**config.mk**
```make
export PLATFORM = sky130hd
export DESIGN_NAME = pfbo_map
export DESIGN_NICKNAME = d
export VERILOG_FILES = /design/src/pfbo_pkg.sv /design/src/pfbo_map.sv
export SDC_FILE = /design/constraint.sdc
export NUM_CORES = 1
export LEC_CHECK = 0
export BUFFER_PORTS_ARGS = -buffer_cell sky130_fd_sc_hd__clkbuf_2
export CAP_MARGIN = 15
export CORE_MARGIN = 10
export CORE_UTILIZATION = 41
export CTS_BUF_LIST = sky130_fd_sc_hd__clkbuf_4 sky130_fd_sc_hd__clkbuf_8
export CTS_CLUSTER_SIZE = 16
export DETAILED_ROUTE_END_ITERATION = 10
export MAX_ROUTING_LAYER = met4
export PLACE_DENSITY = 0.8
export SYNTH_ARGS = -nofsm -noshare
export SYNTH_HDL_FRONTEND = slang
export SYNTH_SLANG_ARGS = --single-unit
```
**constraint.sdc**
```tcl
create_clock -name clk_i -period 1.8 [get_ports clk_i]
set_clock_uncertainty 0.05 [all_clocks]
set_input_delay 0.18 -clock clk_i [delete_from_list [all_inputs] [get_ports clk_i]]
set_output_delay 0.18 -clock clk_i [all_outputs]
set_load 0.05 [all_outputs]
```
**src/pfbo_pkg.sv**
```systemverilog
/*
  Package for the program flash block overlay: address windows, mapping
  codes and reset kinds shared by the mapping logic and its testbench.
  Assumes 16-bit program addresses and a two-bit mapping field.
*/
package pfbo_pkg;

  localparam int          ADDR_W          = 16;
  localparam logic [15:0] LOW_WIN_LAST    = 16'h1FFF;
  localparam logic [15:0] SMALL_P_LAST    = 16'h7FFF;
  localparam logic [15:0] HIGH_WIN_FIRST  = 16'hE000;
  localparam logic [15:0] SEC_OFFS_MASK   = 16'h1FFF;

  localparam logic [1:0]  MAP_OVERLAY     = 2'h0;
  localparam logic [1:0]  MAP_BOTH_SMALL  = 2'h1;
  localparam logic [1:0]  MAP_RESET_VALUE = 2'h0;

  localparam logic        VARIANT_LARGE   = 1'h1;
  localparam logic        VARIANT_SMALL   = 1'h0;

  // configuration bit levels as read from non-volatile storage
  localparam logic        CFG_PROGRAMMED  = 1'h0;
  localparam logic        CFG_ERASED      = 1'h1;

  typedef enum logic [1:0] {
    RST_NONE     = 2'b00,
    RST_POWER    = 2'b01,
    RST_WATCHDOG = 2'b10,
    RST_SOFTWARE = 2'b11
  } pfbo_reset_kind_t;

  typedef enum logic [1:0] {
    BLK_NONE      = 2'b00,
    BLK_PRIMARY   = 2'b01,
    BLK_SECONDARY = 2'b10
  } pfbo_block_t;

endpackage : pfbo_pkg

```
**src/pfbo_map.sv**
```systemverilog
/*
  Program flash block overlay mapping: holds the two-bit block map field,
  loads it after each reset kind from the start-up configuration bits and
  routes fetch and in-application programming addresses to a flash block.
  Assumes all inputs but rst_n_i synchronous to clk_i; the reset kind is presented by
  the reset controller as a one-cycle pulse after the reset sequence.
*/
`timescale 1ns/1ps

// Summary of operation
// With the map field at 00, fetches in 0000H-1FFFH are served from the secondary block.
// With the map field at 00, fetches above 1FFFH are served from the primary block; on the small variant the code gives no block above 7FFFH.
// In overlay mode the hidden low 8 KByte of the primary block stays reachable by in-app programming.
// On the large variant any map value but 00 hides the secondary block, programmable at 0000H-1FFFH.
// On the small variant values 10 and 11 hide the secondary block, programmable at E000H-FFFFH.
// On the small variant value 01 maps 0000H-7FFFH to primary and E000H-FFFFH to secondary.
// After a reset the map field is loaded from the start-up bits according to the reset kind.
// The start-up bits change only by a programming command, never by this block.
// Software may rewrite map field bit 0 at run time with immediate effect on fetch mapping.
// A software write to map bit 0 leaves the start-up bit unchanged.
// Software must not switch mapping while running from the lowest 8 KByte window.
// Small variant power-on or external reset loads the inverse of both start-up bits.
// Small variant watchdog or brown-out and software resets follow the partial reload table.
// Large variant: bit 0 reloads as inverse start-up bit, bit 1 is 0, kept or 1 by reset kind.
// A programmed start-up bit reads as 0 and an erased one as 1.
// A map bit shown as don't-care in the reset table keeps its previous value.
module pfbo_map
  import pfbo_pkg::*;
#(
  parameter logic LARGE_PRIMARY = VARIANT_LARGE
) (
  input  wire logic                clk_i,
  input  wire logic                rst_n_i,
  input  wire logic [1:0]          reset_kind_i,
  input  wire logic                startup_map_bit_low_i,
  input  wire logic                startup_map_bit_high_i,
  input  wire logic                map_bit0_wr_i,
  input  wire logic                map_bit0_data_i,
  input  wire logic [ADDR_W-1:0]   program_counter_i,
  input  wire logic                fetch_req_i,
  input  wire logic [ADDR_W-1:0]   in_app_programming_addr_i,
  input  wire logic                in_app_programming_req_i,
  output logic [1:0]               block_map_field_o,
  output logic [1:0]               fetch_block_o,
  output logic [ADDR_W-1:0]        fetch_offset_o,
  output logic [1:0]               prog_block_o,
  output logic [ADDR_W-1:0]        prog_offset_o
);

  logic                rst_sync1;
  logic                rst_sync2;
  logic [1:0]          block_map_field;
  logic [1:0]          next_map;
  logic [1:0]          fetch_blk;
  logic [1:0]          prog_blk;
  logic [ADDR_W-1:0]   fetch_offs;
  logic [ADDR_W-1:0]   prog_offs;

  // address lies in the lowest 8 KByte window
  function automatic logic in_low_window(input logic [ADDR_W-1:0] addr);
    return addr <= LOW_WIN_LAST;
  endfunction : in_low_window

  // address lies in the top 8 KByte window
  function automatic logic in_high_window(input logic [ADDR_W-1:0] addr);
    return addr >= HIGH_WIN_FIRST;
  endfunction : in_high_window

  // address lies beyond the end of a 32 KByte primary block
  function automatic logic past_small_primary(input logic [ADDR_W-1:0] addr);
    return addr > SMALL_P_LAST;
  endfunction : past_small_primary

  // offset within the secondary block for an address in the top window
  function automatic logic [ADDR_W-1:0] secondary_offset(input logic [ADDR_W-1:0] addr);
    return addr & SEC_OFFS_MASK;
  endfunction : secondary_offset

  // reload value of the map field for one reset kind
  function automatic logic [1:0] reload_value(input logic [1:0] kind,
                                              input logic [1:0] cur,
                                              input logic       hi,
                                              input logic       lo);
    logic [1:0] val;
    val = cur;
    case (kind)
      RST_POWER: begin
        if (LARGE_PRIMARY) begin
          val = {1'b0, ~lo};
        end else begin
          val = {~hi, ~lo};
        end
      end
      RST_WATCHDOG: begin
        if (LARGE_PRIMARY || hi == CFG_ERASED) begin
          val = {cur[1], ~lo};
        end else begin
          val = {1'b1, ~lo};
        end
      end
      RST_SOFTWARE: begin
        val = {1'b1, ~lo};
      end
      default: begin
        val = cur;
      end
    endcase
    return val;
  endfunction : reload_value

  // fetch routing: block code in the top two bits, offset below
  function automatic logic [ADDR_W+1:0] fetch_route(input logic [1:0]        map,
                                                    input logic [ADDR_W-1:0] pc);
    pfbo_block_t       blk;
    logic [ADDR_W-1:0] offs;
    blk  = BLK_PRIMARY;
    offs = pc;
    if (map == MAP_OVERLAY) begin
      if (in_low_window(pc)) begin
        blk = BLK_SECONDARY;
      end else if (!LARGE_PRIMARY && past_small_primary(pc)) begin
        // nothing behind these addresses on the small variant
        blk = BLK_NONE;
      end else begin
        blk = BLK_PRIMARY;
      end
    end else if (!LARGE_PRIMARY && map == MAP_BOTH_SMALL) begin
      if (in_high_window(pc)) begin
        blk  = BLK_SECONDARY;
        offs = secondary_offset(pc);
      end else if (past_small_primary(pc)) begin
        blk = BLK_NONE;
      end else begin
        blk = BLK_PRIMARY;
      end
    end else if (!LARGE_PRIMARY && past_small_primary(pc)) begin
      blk = BLK_NONE;
    end else begin
      blk = BLK_PRIMARY;
    end
    return {blk, offs};
  endfunction : fetch_route

  // programming routing: overlay exposes the primary low window, else the secondary has a fixed window
  function automatic logic [ADDR_W+1:0] prog_route(input logic [1:0]        map,
                                                   input logic [ADDR_W-1:0] addr);
    pfbo_block_t       blk;
    logic [ADDR_W-1:0] offs;
    blk  = BLK_PRIMARY;
    offs = addr;
    if (map == MAP_OVERLAY) begin
      if (!LARGE_PRIMARY && past_small_primary(addr)) begin
        blk = BLK_NONE;
      end else begin
        blk = BLK_PRIMARY;
      end
    end else if (LARGE_PRIMARY) begin
      if (in_low_window(addr)) begin
        blk = BLK_SECONDARY;
      end else begin
        blk = BLK_PRIMARY;
      end
    end else begin
      if (in_high_window(addr)) begin
        blk  = BLK_SECONDARY;
        offs = secondary_offset(addr);
      end else if (past_small_primary(addr)) begin
        blk = BLK_NONE;
      end else begin
        blk = BLK_PRIMARY;
      end
    end
    return {blk, offs};
  endfunction : prog_route

  always_ff @(posedge clk_i or negedge rst_n_i) begin
    if (!rst_n_i) begin
      rst_sync1 <= 1'b0;
      rst_sync2 <= 1'b0;
    end else begin
      rst_sync1 <= 1'b1;
      rst_sync2 <= rst_sync1;
    end
  end

  // a reset kind pulse wins over a software write in the same cycle
  always_comb begin
    next_map = block_map_field;
    if (reset_kind_i != RST_NONE) begin
      next_map = reload_value(reset_kind_i, block_map_field,
                              startup_map_bit_high_i, startup_map_bit_low_i);
    end else if (map_bit0_wr_i) begin
      // only the live field changes; start-up bits are inputs only
      next_map = {block_map_field[1], map_bit0_data_i};
    end
  end

  always_ff @(posedge clk_i or negedge rst_sync2) begin
    if (!rst_sync2) begin
      block_map_field <= MAP_RESET_VALUE;
    end else begin
      block_map_field <= next_map;
    end
  end

  // fetch routing uses the next field value so a bit 0 write acts at once
  always_comb begin
    {fetch_blk, fetch_offs} = fetch_route(next_map, program_counter_i);
  end

  // programming routing follows the same next field value
  always_comb begin
    {prog_blk, prog_offs} = prog_route(next_map, in_app_programming_addr_i);
  end

  always_ff @(posedge clk_i or negedge rst_sync2) begin
    if (!rst_sync2) begin
      block_map_field_o <= MAP_RESET_VALUE;
    end else begin
      block_map_field_o <= next_map;
    end
  end

  always_ff @(posedge clk_i or negedge rst_sync2) begin
    if (!rst_sync2) begin
      fetch_block_o  <= BLK_NONE;
      fetch_offset_o <= 16'h0000;
    end else begin
      fetch_block_o  <= fetch_req_i ? fetch_blk : BLK_NONE;
      fetch_offset_o <= fetch_offs;
    end
  end

  always_ff @(posedge clk_i or negedge rst_sync2) begin
    if (!rst_sync2) begin
      prog_block_o  <= BLK_NONE;
      prog_offset_o <= 16'h0000;
    end else begin
      prog_block_o  <= in_app_programming_req_i ? prog_blk : BLK_NONE;
      prog_offset_o <= prog_offs;
    end
  end

endmodule : pfbo_map

```
==> impl_metrics.csv, run 1 <==
group,metric,value,unit
outcome,outcome,"finished clean",
placement,post-dp-hpwl,2.43,mm
synth,synth_compound_area_share,2.79,%
drt,wl_per_cell,17.3,um
critical_path,reg2regPathDepth,3,
synth,avgSynthCellArea,20.4,um2
synth,ys_seq_area_share,89.2,%
synth,synth_xor_area_share,0,%
clocking,cts_max_level,2,
layout,area_delta_synth_final,76.5,%
power,power,1.81,mW
layout,fill_cells,149,
clocking,cts-buffers-inserted,5,
synth,yosysWarnings,0,
placement,port_buffers,78,
floorplan,rows,18,
drt,postRouteAntennaNets,0,
drt,via_count,933,
global_route,overflow,0,
power,power.density,914,nW/um2
layout,fin_area,1980,um2
drt,vias_per_cell,4.51,
critical_path,crit_fanout,4,
synth,synthesis.nets,97,
global_route,track_usage,14.6,%
drt,dr.pass1.iters,4,
critical_path,endpoint_kind,"register",
drt,drt_wl_total,3.59,mm
synth,synthAdderAreaFrac,0,%
clocking,worstSkewPairLatency,0.34,ns
floorplan,io_pins,80,
floorplan,die_w,72.3,um
critical_path,critPathRequiredTime,1.99,ns
synth,synth-simple-area-share,4.91,%
drt,drc,0,
clocking,clockBufferDepth,2,
critical_path,setup.worst_path.class,"input port to register",
floorplan,start_util,44.1,%
synth,yosys_register_bits,40,
clocking,cts_setup_buffers,0,
clocking,cts-root-buf,"clkbuf_4",
layout,layout-drive-gt1-share,50.3,%
critical_path,worstPathArrival,1.53,ns
synth,synth_cell_type_count,12,
critical_path,cp-start-kind,"input port",
global_route,grt_pass1_vias,1155,
synth,synth_top_family_by_area,"simple AND/OR/NAND/NOR gates",
layout,fin_nets,219,
global_route,grt_pass1_wl,5.58,mm
timing,layout_min_cycle_time,1.34,ns
timing,rsz0062_at_grt,"false",
clocking,cts_tree,"built",
power,peakVddDrop,0.806,mV
timing,period_share,74.5,%
job,maxCapViolCount,0,
floorplan,fp.coreArea,2540,um2
synth,synth_mux_area_share,2.79,%
timing,setup_violations,0,
power,p_leak,1.04,nW
synth,syn_inst,55,
layout,multi_input_area,121,um2
timing,timing.final.max_slew_violations,0,
drt,drt_iter0_markers,5,
global_route,antenna_found_initial,0,
synth,synth_area,1120,um2
hold_path,min_path_type,"input port to register",
timing,hold_violations,0,
placement,placed_cell_area,1570,um2
timing,fmax,746,MHz
timing,fin_tns_setup,0,ns
layout,final_util,77.8,%
layout,n_antenna_cell,0,
hold_path,min_path_cells,2,
clocking,clk_pin_slew_worst_paths,0.11,ns
clocking,cts_sinks,40,
floorplan,design.die.area,5230,um2
layout,seqCellArea,1000,um2
placement,gp_congestion,0.685,
global_route,grt_max_degree,21,
floorplan,fp.dieH,72.3,um
[per-layer routing]
metal	vias to the layer above	global-route usage, %	part of all wire, %
met4	0	7.74	2.3
met1	443	13.5	35
li1	426	-	-
met2	54	24.6	52
met3	10	6.94	11
met5	-	-	0
[report_power, final]
part,leakage (nW),switching [mW],total [mW],internal [mW]
sequential,0.471,0.0167,0.961,0.944
clock,0.0374,0.266,0.487,0.222
combinational,0.536,0.240,0.363,0.123
[cell type report]
type,count,share of cell area (%)
Clock buffer,7,3.28
Tap cell,30,1.90
Sequential cell,40,50.5
Multi-Input combinational cell,15,6.13
Timing Repair Buffer,115,38.2
[flip-flops by register name (all words and copies together), names as in the netlist]
register	count
prog_offset_o	16
fetch_block_o	2
block_map_field_o	2
rst_sync2	1
prog_block_o	2
rst_sync1	1
fetch_offset_o	16
[worst paths after layout]
path	from	end	slack, ns
min reg2reg	rst_sync2	prog_offset_o[3]	0.17
min	in_app_programming_req_i	prog_block_o[0]	0.02
max in group asynchronous	rst_sync2	fetch_offset_o[13]	1.31
max	startup_map_bit_low_i	fetch_block_o[1]	0.46
min in group asynchronous	rst_n_i	rst_sync1	0.13
max reg2reg	block_map_field_o[1]	fetch_block_o[0]	0.53
[logic make-up (layout without fill, tap and decap cells)]
| group | after synthesis | after routing |
|---|---|---|
| muxes | 3 | 3 |
| and+or+nand+nor | 8 | 8 |
| other | 1 | 1 |
| DFF | 40 | 40 |
| AOI/OAI and AO/OA | 3 | 3 |
| buffers and inverters | 0 | 122 |
[cell usage after synthesis (all sizes together)]
library cell | count | area share (%)
dfrtp | 40 | 89
nor3 | 3 | 1.3
and3b | 2 | 1.6
mux2i | 2 | 1.8
a211oi | 1 | 1.1
a21boi | 1 | 0.67
and3 | 1 | 0.56
and4bb | 1 | 1.1
conb | 1 | 0.33
mux2 | 1 | 1.0
nor2 | 1 | 0.33
o41a | 1 | 1.0
[critical path: stages]
cell	delay, ns
dlygate4sd3_1	0.54
clkbuf_2	0.12
and3b_1	0.19
a211oi_2	0.29
and3b_1	0.21
[cells in the final DEF (no fill, tap or decap)]
cell | netlist | final
clkbuf_2 | 0 | 78
dfrtp_1 | 40 | 40
dlygate4sd3_1 | 0 | 35
clkbuf_4 | 0 | 5
nor3_1 | 3 | 3
mux2i_1 | 2 | 2
and3b_1 | 2 | 2
clkbuf_8 | 0 | 2
buf_4 | 0 | 2
nor2_1 | 1 | 1
mux2_2 | 1 | 1
and4bb_1 | 1 | 1
a211oi_2 | 1 | 1
a21boi_0 | 1 | 1
o41a_1 | 1 | 1
and3_1 | 1 | 1
conb_1 | 1 | 1
[through the flow]
step / setup WS (ns) / hold WS (ns) / instances
5_1_grt: 0.418 / 0.0216 / 207
3_3_place_gp: 0.598 / -0.0838 / 165
6_report: 0.459 / 0.0232 / 207
2_1_floorplan: 0.343 / -0.166 / 55
3_5_place_dp: 0.556 / -0.0824 / 165
4_1_cts: 0.500 / 0.0114 / 207
[repair_timing]
item                                   4_1_cts  5_1_grt
hold buffers                                35        0
endpoints found under the hold margin       36        0
resized for setup                            0        0
No activity file was read; power rests on OpenSTA's default activity.
==> run 2: changes to the inputs <==
--- a/config.mk
+++ b/config.mk
@@ -5,15 +5,16 @@
 export SDC_FILE = /design/constraint.sdc
 export NUM_CORES = 1
 export LEC_CHECK = 0
+export ABC_AREA = 1
 export BUFFER_PORTS_ARGS = -buffer_cell sky130_fd_sc_hd__clkbuf_2
 export CAP_MARGIN = 15
 export CORE_MARGIN = 10
-export CORE_UTILIZATION = 41
+export CORE_UTILIZATION = 42
 export CTS_BUF_LIST = sky130_fd_sc_hd__clkbuf_4 sky130_fd_sc_hd__clkbuf_8
 export CTS_CLUSTER_SIZE = 16
 export DETAILED_ROUTE_END_ITERATION = 10
 export MAX_ROUTING_LAYER = met4
-export PLACE_DENSITY = 0.8
+export PLACE_DENSITY = 0.81
 export SYNTH_ARGS = -nofsm -noshare
 export SYNTH_HDL_FRONTEND = slang
 export SYNTH_SLANG_ARGS = --single-unit
==> constraint.sdc (replaced) <==
create_clock -name clk_i -period 1.4 [get_ports clk_i]
set_clock_uncertainty 0.05 [all_clocks]
set_input_delay 0.14 -clock clk_i [delete_from_list [all_inputs] [get_ports clk_i]]
set_output_delay 0.14 -clock clk_i [all_outputs]
set_load 0.05 [all_outputs]
==> run 2 against run 1 <==
  * Via count is 5.3% higher
  * Largest power group unchanged
  * First-iteration DRC count grew to 17 times the previous value
  * Die area is 0.79% higher
  * Sequential cell count stayed put
  * Cell area is 0.95% higher
  * Register-to-register slack worse by 0.19 ns
  * Global-route usage is 1.9 points higher
  * Synthesized area is 3.6% higher
  * Critical endpoint is now prog_offset_o[1]
  * Critical path type is now register to output pin
  * Routed wire length is 14% higher
  * Critical path depth is 4 lower
  * Core utilization is 4.1 points lower
==> impl_metrics.csv, run 2 <==
group,metric,value,unit
drt,via_count,982,
drt,dr.pass1.iters,4,
clocking,cts_sinks,40,
synth,synth_area_leader_cell,"dfrtp_1",
floorplan,io_pins,80,
clocking,clk_pin_slew_worst_paths,0.11,ns
synth,syn_inst,72,
placement,post-dp-hpwl,2.41,mm
synth,synth_most_common_cell,"dfrtp_1",
timing,fmax,838,MHz
layout,fin_nets,235,
critical_path,endpoint_kind,"output pin",
layout,area_delta_synth_final,72.0,%
critical_path,setup.worst_path.class,"register to output pin",
synth,synth.area.top_cells,"dfrtp_1 (86%), inv_1 (3.6%), nand2_1 (2.6%), nand3_2 (1.7%), nor3_4 (1.4%)",
critical_path,crit_family,"flip-flops",
critical_path,cp_num_buf_inv,1,
clocking,cts-buffers-inserted,5,
synth,synth_cell_type_count,13,
floorplan,fp.coreArea,2710,um2
global_route,grt_pass1_vias,1112,
layout,final_cells,224,
timing,setup_violations,0,
clocking,cts_tree,"built",
drt,drt_iter0_markers,83,
layout,top_regs,"fetch_offset_o: 16 flops, prog_offset_o: 16 flops",
synth,ys_seq_area_share,86.1,%
synth,yosys-top-cells-count,"dfrtp_1 (40), inv_1 (11), nand2_1 (8)",
placement,port_buffers,78,
job,maxCapViolCount,0,
synth,yosysWarnings,0,
critical_path,slowest_delay,0.37,ns
critical_path,crit_fanout,1,
power,power.density,1130,nW/um2
timing,layout_min_cycle_time,1.19,ns
layout,layout_commonest_cell,"clkbuf_2",
power,p_leak,1.09,nW
drt,drt_wl_total,4.09,mm
global_route,overflow,0,
global_route,grt_max_degree,39,
floorplan,rows,19,
synth,synth_top_area_share,86.1,%
drt,wl_per_cell,18.3,um
drt,drc,0,
clocking,clockBufferDepth,2,
floorplan,die_w,72.6,um
global_route,track_usage,16.5,%
timing,hold_violations,0,
floorplan,design.die.area,5270,um2
critical_path,crit_path_cell_trace,"clkbuf_2",
drt,postRouteAntennaNets,0,
global_route,grt_pass1_wl,6.27,mm
critical_path,crit_slowest_cell,"dfrtp_1",
clocking,cts_setup_buffers,0,
outcome,outcome,"finished clean",
timing,rsz0062_at_grt,"false",
timing,fin_tns_setup,0,ns
placement,placed_cells,182,
timing,timing.final.max_slew_violations,0,
critical_path,worstPathArrival,1.00,ns
synth,synthesis.nets,114,
layout,layout-drive-gt1-share,48.2,%
layout,mostFrequentLayoutCells,"clkbuf_2 (78), dfrtp_1 (40), dlygate4sd3_1 (35)",
clocking,worstSkewPairLatency,0.33,ns
layout,n_antenna_cell,0,
critical_path,cp-start-kind,"register",
synth,synthFlopType,"dfrtp_1",
floorplan,fp.dieH,72.6,um
clocking,cts_max_level,2,
synth,synth_area,1160,um2
hold_path,min_path_type,"input port to register",
critical_path,critPathRequiredTime,1.21,ns
synth,synthArstFlopShare,100,%
floorplan,start_util,42.9,%
placement,gp_congestion,0.719,
synth,yosys_register_bits,40,
power,peakVddDrop,1.18,mV
clocking,cts-root-buf,"clkbuf_4",
drt,vias_per_cell,4.38,
synth,avgSynthCellArea,16.1,um2
synth,synth-edff-count,0,
global_route,antenna_found_initial,0,
timing,period_share,85.3,%
==> run 2: cell types whose count changed after synthesis, moves of 2 or more <==
cell	previous run	this run
nand3_2	0	2
inv_1	0	11
nor2_1	1	3
nor3_1	3	0
mux2i_1	2	0
nand2_1	0	8
and3b_1	2	0
==> run 2: routing by layer <==
layer,track usage [%],part of all wire (%),up-vias
met3,6.12,10,6
li1,-,-,450
met2,25.8,49,58
met1,18.6,39,468
met5,-,0,-
met4,7.17,1.7,0
==> run 2: final cells by class <==
type / count / area [um2]
Multi-Input combinational cell: 20 / 116
Clock inverter: 1 / 5.00
Timing Repair Buffer: 114 / 748
Sequential cell: 40 / 1000
Fill cell: 178 / 711
Inverter: 12 / 45.0
Clock buffer: 6 / 45.0
Tap cell: 31 / 38.8
==> run 2: metrics by stage <==
step	util [%]	power, mW	instance area, um2	hold slack, ns	worst slack (ns)
floorplan	-	1.51	1160	-0.206	0.155
global placement	59.0	1.64	1600	-0.123	0.458
detailed placement	59.0	1.65	1600	-0.121	0.413
CTS	73.8	2.26	2000	0.0218	0.181
global route	73.8	2.38	2000	0.0469	0.143
finish	73.8	2.26	2000	0.0468	0.206
==> run 2: what timing repair did <==
item | in CTS | in global routing
hold endpoints to repair | 38 | 0
hold buffers | 35 | 0
gates resized for setup | 0 | 0
==> run 2: cell families after synthesis <==
logic type | Yosys count | share of synthesized area, %
flip-flops | 40 | 86.1
AND/OR/NAND/NOR | 17 | 8.29
buffers and inverters | 12 | 3.87
AO/OA/AOI/OAI | 2 | 1.40
other | 1 | 0.323
==> run 2: worst paths after layout <==
kind | cells past startpoint | start | to | slack, ns
max in group asynchronous | 1 | rst_sync2 | prog_offset_o[7] | 0.74
hold reg to reg | 1 | rst_sync2 | prog_offset_o[8] | 0.24
min in group asynchronous | 2 | rst_n_i | rst_sync2 | 0.07
setup reg to reg | 5 | block_map_field_o[1] | fetch_block_o[1] | 0.34
setup / recovery | 1 | prog_offset_o[1] | prog_offset_o[1] | 0.21
hold / removal | 3 | startup_map_bit_low_i | block_map_field_o[0] | 0.05
==> run 2: power breakdown <==
part / total, mW / switching, mW / internal [mW]
sequential: 1.24 / 0.0222 / 1.21
combinational: 0.475 / 0.320 / 0.155
clock: 0.550 / 0.345 / 0.205
